===== src/inc/hdvs_params.svh =====
// Offsets, field positions, reset values and codes of the video status stage
`ifndef HDVS_PARAMS_SVH
`define HDVS_PARAMS_SVH

`define HDVS_AW           8
`define HDVS_DW           32
`define HDVS_OFS_CTRL     8'h00
`define HDVS_OFS_STATUS   8'h04
`define HDVS_OFS_MASK     8'h08
`define HDVS_OFS_FLAGS    8'h0c
`define HDVS_OFS_LINE     8'h10
`define HDVS_CTRL_FW      0
`define HDVS_CTRL_RST     1'b0
`define HDVS_FLAG_W       5
`define HDVS_FLAG_RST     5'h00
`define HDVS_RD_RST       32'h0000_0000
`define HDVS_PIN_RST      2'b01

`define HDVS_TRS_ONES     10'h3ff
`define HDVS_TRS_ZERO     10'h000
`define HDVS_XYZ_ONE      9
`define HDVS_XYZ_F        8
`define HDVS_XYZ_V        7
`define HDVS_XYZ_H        6
`define HDVS_XYZ_P3       5
`define HDVS_XYZ_P2       4
`define HDVS_XYZ_P1       3
`define HDVS_XYZ_P0       2

`define HDVS_LN_W         11
`define HDVS_LN_RST       11'h000
`define HDVS_LN_STEP      11'h001
`define HDVS_LN_FIRST     11'h001
`define HDVS_LN_HI_TOP    4'h8
`define HDVS_WORD_RST     20'h00000
`define HDVS_HIST_RST     30'h00000000

`define HDVS_CRC_W        18
`define HDVS_CRC_TAPS     18'h03000
`define HDVS_CRC_RST      18'h00000
`endif


===== src/inc/hdvs_pkg.sv =====
// Types shared by the video status stage
package hdvs_pkg;
`include "hdvs_params.svh"

   typedef struct packed {
      logic [9:0] luma;
      logic [9:0] chroma;
   } hdvs_word_t;

   typedef struct packed {
      logic chroma_crc_fault;
      logic luma_crc_fault;
      logic line_number_fault;
      logic start_marker_fault;
      logic end_marker_fault;
   } hdvs_flags_t;

   typedef struct packed {
      logic [2:0]            fvh;
      logic [`HDVS_LN_W-1:0] line;
   } hdvs_fw_t;

   typedef enum logic [2:0] {
      ST_BLANK,
      ST_ACTIVE,
      ST_LN0,
      ST_LN1,
      ST_CR0,
      ST_CR1
   } hdvs_state_t;
endpackage


===== src/verilog/hdvs_pin_sync.sv =====
// Three-stage synchroniser for asynchronous control pins
`timescale 1ns/100ps
module hdvs_pin_sync #(
   parameter int           W   = 2,
   parameter logic [W-1:0] RST = '0
) (
   // Clock and reset
   input  wire logic         clk,
   input  wire logic         rst_n,
   input  wire logic         ce,
   // Pins and clean levels
   input  wire logic [W-1:0] pin,
   output logic      [W-1:0] level
);
   genvar g;
   generate
      for (g = 0; g < W; g++) begin : g_bit
         logic s1_q, s2_q, s3_q;
         logic lvl_d, lvl_q;
         // Change accepted only once stages two and three agree
         always_comb begin
            lvl_d = (s2_q == s3_q) ? s3_q : lvl_q;
         end
         always_ff @(posedge clk or negedge rst_n) begin
            if (!rst_n) begin
               s1_q  <= RST[g];
               s2_q  <= RST[g];
               s3_q  <= RST[g];
               lvl_q <= RST[g];
            end else if (ce) begin
               s1_q  <= pin[g];
               s2_q  <= s1_q;
               s3_q  <= s2_q;
               lvl_q <= lvl_d;
            end
         end
         assign level[g] = lvl_q;
      end
   endgenerate
endmodule


===== src/verilog/hdvs_status_out.sv =====
// Output and status stage: TRS, line number and CRC checks, load strobe, APB
//
// Chosen here: the register offsets and the APB slave port.
`timescale 1ns/100ps
`include "hdvs_params.svh"

// Notes on behaviour
// - Chroma CRC flag is high when the computed chroma line CRC differs from the embedded one.
// - Luma CRC flag is high when the computed luma line CRC differs from the embedded one.
// - The FIFO load strobe idles high and goes low for exactly the EAV or SAV word as selected.
// - Output drive low enables all twenty output bits; high leaves them undriven.
// - Luma sits on output bits 19 down to 10, MSB on bit 19.
// - Chroma sits on output bits 9 down to 0, MSB on bit 9.
// - Line fault rises on a malformed line number or, with flywheel on, a flywheel mismatch.
// - Line numbers are checked against the previous one, so one bad number faults two lines.
// - Start marker fault rises on a corrupt SAV or, with flywheel on, a predicted SAV mismatch.
// - End marker fault rises on a corrupt EAV or, with flywheel on, a predicted EAV mismatch.
// - The source supplies a 20-bit word, MSB bit 19, taken as delivered without alignment.
// - Inputs are sampled and outputs and flags updated on the rising pixel clock edge.
module hdvs_status_out #(
   parameter logic LOAD_SEL_EAV_LEVEL = 1'b1
) (
   // Clock, reset, enable
   input  wire logic                      pclk,
   input  wire logic                      presetn,
   input  wire logic                      ce,
   // APB slave
   input  wire logic                      psel,
   input  wire logic                      penable,
   input  wire logic                      pwrite,
   input  wire logic [`HDVS_AW-1:0]       paddr,
   input  wire logic [`HDVS_DW-1:0]       pwdata,
   output logic      [`HDVS_DW-1:0]       prdata,
   output logic                           pready,
   output logic                           pslverr,
   // Upstream word and flywheel prediction
   input  wire hdvs_pkg::hdvs_word_t      data_in,
   input  wire hdvs_pkg::hdvs_fw_t        fw_pred,
   // Asynchronous control pins
   input  wire logic                      output_drive_n,
   input  wire logic                      load_point_sel,
   // Video and status outputs
   output hdvs_pkg::hdvs_word_t           video_out,
   output logic      [19:0]               video_oe,
   output logic                           fifo_load_n,
   output hdvs_pkg::hdvs_flags_t          flags,
   output logic                           irq
);
   import hdvs_pkg::*;

   function automatic logic xyz_bad(input logic [9:0] w);
      logic f, v, h;
      f = w[`HDVS_XYZ_F];
      v = w[`HDVS_XYZ_V];
      h = w[`HDVS_XYZ_H];
      xyz_bad = !w[`HDVS_XYZ_ONE] || (w[`HDVS_XYZ_P3] != (v ^ h)) ||
                (w[`HDVS_XYZ_P2] != (f ^ h)) || (w[`HDVS_XYZ_P1] != (f ^ v)) ||
                (w[`HDVS_XYZ_P0] != (f ^ v ^ h));
   endfunction

   // Bit-serial form of the line CRC, LSB of the word first
   function automatic logic [`HDVS_CRC_W-1:0] crc_step(input logic [`HDVS_CRC_W-1:0] c,
                                                       input logic [9:0] w);
      logic [`HDVS_CRC_W-1:0] r;
      logic                   fb;
      r = c;
      for (int i = 0; i < 10; i++) begin
         fb = r[0] ^ w[i];
         r  = {fb, r[`HDVS_CRC_W-1:1]} ^ (fb ? `HDVS_CRC_TAPS : `HDVS_CRC_RST);
      end
      crc_step = r;
   endfunction

   function automatic logic reg_known(input logic [`HDVS_AW-1:0] a);
      reg_known = (a == `HDVS_OFS_CTRL) || (a == `HDVS_OFS_STATUS) ||
                  (a == `HDVS_OFS_MASK) || (a == `HDVS_OFS_FLAGS) ||
                  (a == `HDVS_OFS_LINE);
   endfunction

   // Control pins
   logic [1:0] pin_lvl;
   logic       drive_n_s;
   logic       sel_eav_s;
   hdvs_pin_sync #(
      .W   (2),
      .RST (`HDVS_PIN_RST)
   ) u_pin_sync (
      .clk   (pclk),
      .rst_n (presetn),
      .ce    (ce),
      .pin   ({load_point_sel, output_drive_n}),
      .level (pin_lvl)
   );
   assign drive_n_s = pin_lvl[0];
   assign sel_eav_s = (pin_lvl[1] == LOAD_SEL_EAV_LEVEL);
   // Video path state
   hdvs_word_t                   video_d, video_q;
   logic [2:0][9:0]              hist_d, hist_q;
   logic                         load_n_d, load_n_q;
   hdvs_state_t                  state_d, state_q;
   logic [1:0][`HDVS_CRC_W-1:0]  crc_d, crc_q;
   logic [1:0][8:0]              cr0_d, cr0_q;
   logic [6:0]                   ln_lo_d, ln_lo_q;
   logic                         ln_fmt_d, ln_fmt_q;
   logic [`HDVS_LN_W-1:0]        ln_prev_d, ln_prev_q;
   hdvs_flags_t                  flags_d, flags_q;
   hdvs_flags_t                  ev;
   logic [1:0][9:0]              ch;
   logic                         fw_en;
   logic                         trs, is_eav, is_sav, trs_bad;
   logic                         ln_done, ln_bad, ln_seq_bad;
   logic [`HDVS_LN_W-1:0]        ln_cur;
   logic                         crc_done;
   logic [1:0]                   mism;

   always_comb begin
      ch         = data_in;
      video_d    = data_in;
      hist_d     = {hist_q[1:0], data_in.luma};
      trs        = (hist_q[2] == `HDVS_TRS_ONES) && (hist_q[1] == `HDVS_TRS_ZERO) &&
                   (hist_q[0] == `HDVS_TRS_ZERO);
      is_eav     = trs && data_in.luma[`HDVS_XYZ_H];
      is_sav     = trs && !data_in.luma[`HDVS_XYZ_H];
      // Flywheel compare only on F, V, H; protection bits are covered by xyz_bad
      trs_bad    = xyz_bad(data_in.luma) ||
                   (fw_en && (data_in.luma[`HDVS_XYZ_F:`HDVS_XYZ_H] != fw_pred.fvh));
      load_n_d   = !((is_eav && sel_eav_s) || (is_sav && !sel_eav_s));
      state_d    = state_q;
      crc_d      = crc_q;
      cr0_d      = cr0_q;
      ln_lo_d    = ln_lo_q;
      ln_fmt_d   = ln_fmt_q;
      ln_prev_d  = ln_prev_q;
      ln_done    = 1'b0;
      crc_done   = 1'b0;
      mism       = 2'b00;
      ln_cur     = {ch[1][`HDVS_XYZ_P3:`HDVS_XYZ_P0], ln_lo_q};
      ln_seq_bad = (ln_cur != ln_prev_q + `HDVS_LN_STEP) && (ln_cur != `HDVS_LN_FIRST);
      ln_bad     = ln_fmt_q || (ch[1][9:6] != `HDVS_LN_HI_TOP) || ln_seq_bad ||
                   (fw_en && (ln_cur != fw_pred.line));
      unique case (state_q)
         ST_BLANK: begin
         end
         ST_ACTIVE: begin
            for (int i = 0; i < 2; i++) begin
               crc_d[i] = crc_step(crc_q[i], ch[i]);
            end
            if (is_eav) begin
               state_d = ST_LN0;
            end
         end
         ST_LN0: begin
            for (int i = 0; i < 2; i++) begin
               crc_d[i] = crc_step(crc_q[i], ch[i]);
            end
            ln_lo_d  = ch[1][`HDVS_XYZ_F:`HDVS_XYZ_P0];
            ln_fmt_d = (ch[1][`HDVS_XYZ_ONE] == ch[1][`HDVS_XYZ_F]);
            state_d  = ST_LN1;
         end
         ST_LN1: begin
            for (int i = 0; i < 2; i++) begin
               crc_d[i] = crc_step(crc_q[i], ch[i]);
            end
            ln_done   = 1'b1;
            ln_prev_d = ln_cur;
            state_d   = ST_CR0;
         end
         ST_CR0: begin
            for (int i = 0; i < 2; i++) begin
               cr0_d[i] = ch[i][8:0];
            end
            state_d = ST_CR1;
         end
         ST_CR1: begin
            crc_done = 1'b1;
            for (int i = 0; i < 2; i++) begin
               mism[i] = (crc_q[i] != {ch[i][8:0], cr0_q[i]});
            end
            state_d = ST_BLANK;
         end
         default: begin
            state_d = ST_BLANK;
         end
      endcase
      // SAV restarts the line from any state, so a lost EAV cannot wedge it
      if (is_sav) begin
         state_d = ST_ACTIVE;
         crc_d   = {2{`HDVS_CRC_RST}};
      end
      flags_d = flags_q;
      ev      = '0;
      if (crc_done) begin
         flags_d.luma_crc_fault   = mism[1];
         flags_d.chroma_crc_fault = mism[0];
         ev.luma_crc_fault        = mism[1];
         ev.chroma_crc_fault      = mism[0];
      end
      if (ln_done) begin
         flags_d.line_number_fault = ln_bad;
         ev.line_number_fault      = ln_bad;
      end
      if (is_sav) begin
         flags_d.start_marker_fault = trs_bad;
         ev.start_marker_fault      = trs_bad;
      end
      if (is_eav) begin
         flags_d.end_marker_fault = trs_bad;
         ev.end_marker_fault      = trs_bad;
      end
   end

   always_ff @(posedge pclk or negedge presetn) begin
      if (!presetn) begin
         video_q   <= `HDVS_WORD_RST;
         hist_q    <= `HDVS_HIST_RST;
         load_n_q  <= 1'b1;
         state_q   <= ST_BLANK;
         crc_q     <= {2{`HDVS_CRC_RST}};
         cr0_q     <= '0;
         ln_lo_q   <= '0;
         ln_fmt_q  <= 1'b0;
         ln_prev_q <= `HDVS_LN_RST;
         flags_q   <= `HDVS_FLAG_RST;
      end else if (ce) begin
         video_q   <= video_d;
         hist_q    <= hist_d;
         load_n_q  <= load_n_d;
         state_q   <= state_d;
         crc_q     <= crc_d;
         cr0_q     <= cr0_d;
         ln_lo_q   <= ln_lo_d;
         ln_fmt_q  <= ln_fmt_d;
         ln_prev_q <= ln_prev_d;
         flags_q   <= flags_d;
      end
   end

   assign video_out   = video_q;
   assign video_oe    = {20{~drive_n_s}};
   assign fifo_load_n = load_n_q;
   assign flags       = flags_q;
   // Register file
   logic                     ctrl_d, ctrl_q;
   logic [`HDVS_FLAG_W-1:0]  status_d, status_q;
   logic [`HDVS_FLAG_W-1:0]  mask_d, mask_q;
   logic [`HDVS_DW-1:0]      prdata_d, prdata_q;
   logic                     wr;
   always_comb begin
      wr       = psel && penable && pwrite;
      ctrl_d   = ctrl_q;
      mask_d   = mask_q;
      // Set wins over a clear in the same cycle
      status_d = status_q | ev;
      prdata_d = prdata_q;
      if (wr) begin
         case (paddr)
            `HDVS_OFS_CTRL:   ctrl_d   = pwdata[`HDVS_CTRL_FW];
            `HDVS_OFS_STATUS: status_d = (status_q & ~pwdata[`HDVS_FLAG_W-1:0]) | ev;
            `HDVS_OFS_MASK:   mask_d   = pwdata[`HDVS_FLAG_W-1:0];
            default:          ;
         endcase
      end
      // Read data captured in the setup cycle so the access phase needs no wait
      if (psel && !penable && !pwrite) begin
         case (paddr)
            `HDVS_OFS_CTRL:   prdata_d = {{(`HDVS_DW-1){1'b0}}, ctrl_q};
            `HDVS_OFS_STATUS: prdata_d = {{(`HDVS_DW-`HDVS_FLAG_W){1'b0}}, status_q};
            `HDVS_OFS_MASK:   prdata_d = {{(`HDVS_DW-`HDVS_FLAG_W){1'b0}}, mask_q};
            `HDVS_OFS_FLAGS:  prdata_d = {{(`HDVS_DW-`HDVS_FLAG_W){1'b0}}, flags_q};
            `HDVS_OFS_LINE:   prdata_d = {{(`HDVS_DW-`HDVS_LN_W){1'b0}}, ln_prev_q};
            default:          prdata_d = `HDVS_RD_RST;
         endcase
      end
   end

   always_ff @(posedge pclk or negedge presetn) begin
      if (!presetn) begin
         ctrl_q   <= `HDVS_CTRL_RST;
         status_q <= `HDVS_FLAG_RST;
         mask_q   <= `HDVS_FLAG_RST;
         prdata_q <= `HDVS_RD_RST;
      end else if (ce) begin
         ctrl_q   <= ctrl_d;
         status_q <= status_d;
         mask_q   <= mask_d;
         prdata_q <= prdata_d;
      end
   end
   assign fw_en   = ctrl_q;
   assign prdata  = prdata_q;
   // Stalls while frozen, so no write can slip past a halted block; a read whose setup cycle falls in a freeze returns stale data
   assign pready  = ce;
   assign pslverr = psel && penable && !reg_known(paddr);
   assign irq     = |(status_q & mask_q);
endmodule


===== config.mk =====
export PLATFORM = sky130hd
export DESIGN_NAME = hdvs_status_out
export DESIGN_NICKNAME = d
export VERILOG_FILES = /design/src/inc/hdvs_pkg.sv /design/src/verilog/hdvs_pin_sync.sv /design/src/verilog/hdvs_status_out.sv
export VERILOG_INCLUDE_DIRS = /design/src /design/src/inc
export SDC_FILE = /design/constraint.sdc
export NUM_CORES = 1
export LEC_CHECK = 0
export BUFFER_PORTS_ARGS = -buffer_cell sky130_fd_sc_hd__buf_2
export CAP_MARGIN = 30
export CORE_AREA = 2 2 153 155
export DETAILED_ROUTE_END_ITERATION = 10
export DIE_AREA = 0 0 155 157
export SETUP_SLACK_MARGIN = 0.05
export SLEW_MARGIN = 25
export SYNTH_ARGS = -nofsm -noshare
export SYNTH_HDL_FRONTEND = slang
export SYNTH_HIERARCHICAL = 1
export SYNTH_SLANG_ARGS = --single-unit

===== constraint.sdc =====
create_clock -name pclk -period 2.41 [get_ports pclk]
set_input_delay 0.482 -clock pclk [delete_from_list [all_inputs] [get_ports pclk]]
set_output_delay 0.482 -clock pclk [all_outputs]
set_load 0.03 [all_outputs]

==> results.ini <==
[status]
status=complete, no violations

[logic_synthesis]
ys_ff_latch=152
seq_area_frac_synth_pct=45.88
syn_inst=727
synth_warnings=6
synthTopCellsByArea=dfrtp_1 44%, mux2_2 11%, xnor2_1 8.8%, buf_4 5.0%, xor2_1 4.5%
yosysTopAreaCell=dfrtp_1
synth_edf_count=0
synth_async_sr_flop_share_pct=100.0
dominantRegCellSynth=dfrtp_1
ys_types=71
yosysTopAreaCellShare_pct=44.30
synth_area_um2=8304
synth.avg_cell_area_um2=11.42

[clock_network]
cts.sink_count=152
clkTransAtPathRegs_ns=0.07
cts-root-buf=clkbuf_16
postCtsSetupRepairBufs=0
clk_latency_ns=0.43
htreeDepth=4
cts-buffers-inserted=17
clockBufferDepth=2
tritoncts=yes

[timing]
max_freq_mhz=458.7
slew_violations=0
hold_viol_final=0
rsz0062_at_grt=false
finalClockSkew_ns=0.009498
worst_slack_ns=0.2301
worstMarginPinSlew_ns=0.5712
min_period_ns=2.180
max-slew-margin-rel_pct=61.92
setup_viol=0
tns_ns=0
layout_worst_path_cycle_share_pct=90.45

[critical_path]
path_max_fanout=17
startpoint_type=register
cp.arrival_ns=2.48
cp-end-kind=register
r2r_setup_slack_ns=0.23
critPathKind=register to register
cp.required_ns=2.71

[final_layout]
n_antenna_cell=0
ff_latch_area_um2=3810
final_core_util_pct=42.86
finalNetCount=906
final_cell_mix=147 x dfrtp_1, 113 x buf_2, 83 x mux2_2, 83 x xnor2_1, 67 x nand2_1
drive_gt1_share_pct=35.13
fin_area_um2=9644
fillCellCount=2162
final_common_cell=dfrtp_1
multi_input_area_um2=3984
syn_to_final_growth_pct=16.14

[floorplan]
fp-row-count=55
initial_core_util_pct=36.90
die_h_um=157
ios=163
die-width_um=155
die_area_um2=24340
coreArea_um2=22500

[grt]
grt_pass1_vias=5610
track_usage_pct=16.34
grt_pass1_wl_mm=30.88
grt_remaining_overflow=0
grt_max_degree=59
antenna_found_initial=0

[place]
io_buffers=114
pre_cts_slack_ns=0.1659
place_congestion=0.8267
hpwl_mm=13.81
place_area_um2=9045

[route]
drc_errors=0
first_pass_iters=4
drt_iter0_drc=383
vias=5561
via_per_inst=4.970
wl_per_cell_um=17.04
ant_nets=0
wirelength_mm=19.07

[run]
maxCapViolCount=0

[pwr]
power.leakage_uw=0.004282
power_density_nw_per_um2=995.1
vdd_ir_drop_max_uv=705.4

[hold_path]
hp-class=input port to async pin

-- flip-flops by register name, indices dropped and copies added (netlist names), 2 cells and up --
name,count
u_pin_sync/g_bit.lvl_q,2
u_pin_sync/g_bit.s3_q,2
state_q,3
crc_q,36
mask_q,5
prdata,11
hist_q,10
u_pin_sync/g_bit.s2_q,2
flags,5
status_q,5
cr0_q,18
ln_lo_q,7
video_out,20
hist_d,10
ln_prev_q,11
u_pin_sync/g_bit.s1_q,2
-- what timing repair did --
| item | CTS | global route |
|---|---|---|
| gates resized for setup | 0 | 1 |
| endpoints found under the setup margin | 0 | 4 |
| hold buffers | 0 | 0 |
-- stage by stage --
step	std cells	hold slack (ns)	power, uW
4_1_cts	1119	0.01870	9711
3_5_place_dp	1087	0.4501	6945
5_1_grt	1119	0.03890	10180
2_1_floorplan	747	0.1864	6329
6_report	1119	0.01367	9597
3_3_place_gp	1087	0.4486	6891
-- routing by layer --
layer | vias to the layer above | share of wire (%) | global-route usage (%) | wire (um)
li1 | 2670 | - | - | -
met1 | 2719 | 45 | 21.69 | 8597
met2 | 156 | 48 | 27.17 | 9248
met3 | 16 | 5.2 | 3.469 | 989
met4 | 0 | 1.2 | 4.409 | 234
met5 | - | 0 | 0 | 0
-- cells in the mapped netlist (4+ instances only) --
library cell,instances
o31ai_2,16
clkbuf_1,16
a221oi_1,5
a21o_1,6
dfstp_2,5
o21ai_0,17
nor2_1,13
nor4_1,10
buf_1,6
dfrtp_1,147
nand3_1,15
mux2_1,8
a31oi_1,6
nand2_1,67
buf_4,55
mux2i_1,4
a22o_1,8
xor2_1,43
mux2_2,83
xnor2_1,83
nor3_1,7
o211ai_1,4
inv_1,6
buf_2,10
nand4b_1,5
nand4_1,12
-- critical path, stage by stage (launching register included) --
cell	delay (ns)
dfrtp_1	0.39
or4_4	0.55
nor4_4	0.33
and3_1	0.46
buf_12	0.23
o31ai_1	0.09
-- layout make-up --
cell class                      count  area share [%]
Inverter                            6          0.2335
Clock inverter                     12           1.583
Sequential cell                   152           39.50
Timing Repair Buffer              145           9.043
Multi-Input combinational cell    499           41.31
Clock buffer                       20           4.632
Tap cell                          285           3.697
-- cells by family (layout without fill, tap and decap cells) --
kind of cell               after synthesis  in the layout  synth area share (%)
and+or+nand+nor                        163            163                 10.88
DFF                                    152            152                 45.88
xor gates and xnor gates               127            127                 13.56
muxes                                   96             96                 13.09
buffers and inverters                   96            183                 7.247
AOI/OAI and AO/OA                       89             89                 8.845
adders and majority gates                3              3                0.4521
other                                    1             21               0.04516
-- power by group --
part	leakage [uW]	switching, uW	internal [uW]	total, uW
clock	0.000282	1080	1650	2730
sequential	0.00189	547	3130	3670
combinational	0.00212	1710	1480	3190
total	0.00428	3340	6260	9600
-- final timing paths --
kind                                 from                       end  depth (start not counted)
setup reg to reg               hist_d[21]                 crc_q[22]                          5
min in group pclk          load_point_sel  u_pin_sync/g_bit[1].s1_q                          2
setup / recovery               hist_d[21]                 crc_q[22]                          5
max in group asynchronous         presetn                 crc_q[30]                          2
hold reg to reg                 prdata[7]                 prdata[7]                          2
hold / removal                    presetn                 prdata[6]                          1
Note: power is estimated with default switching activity, not from simulation.
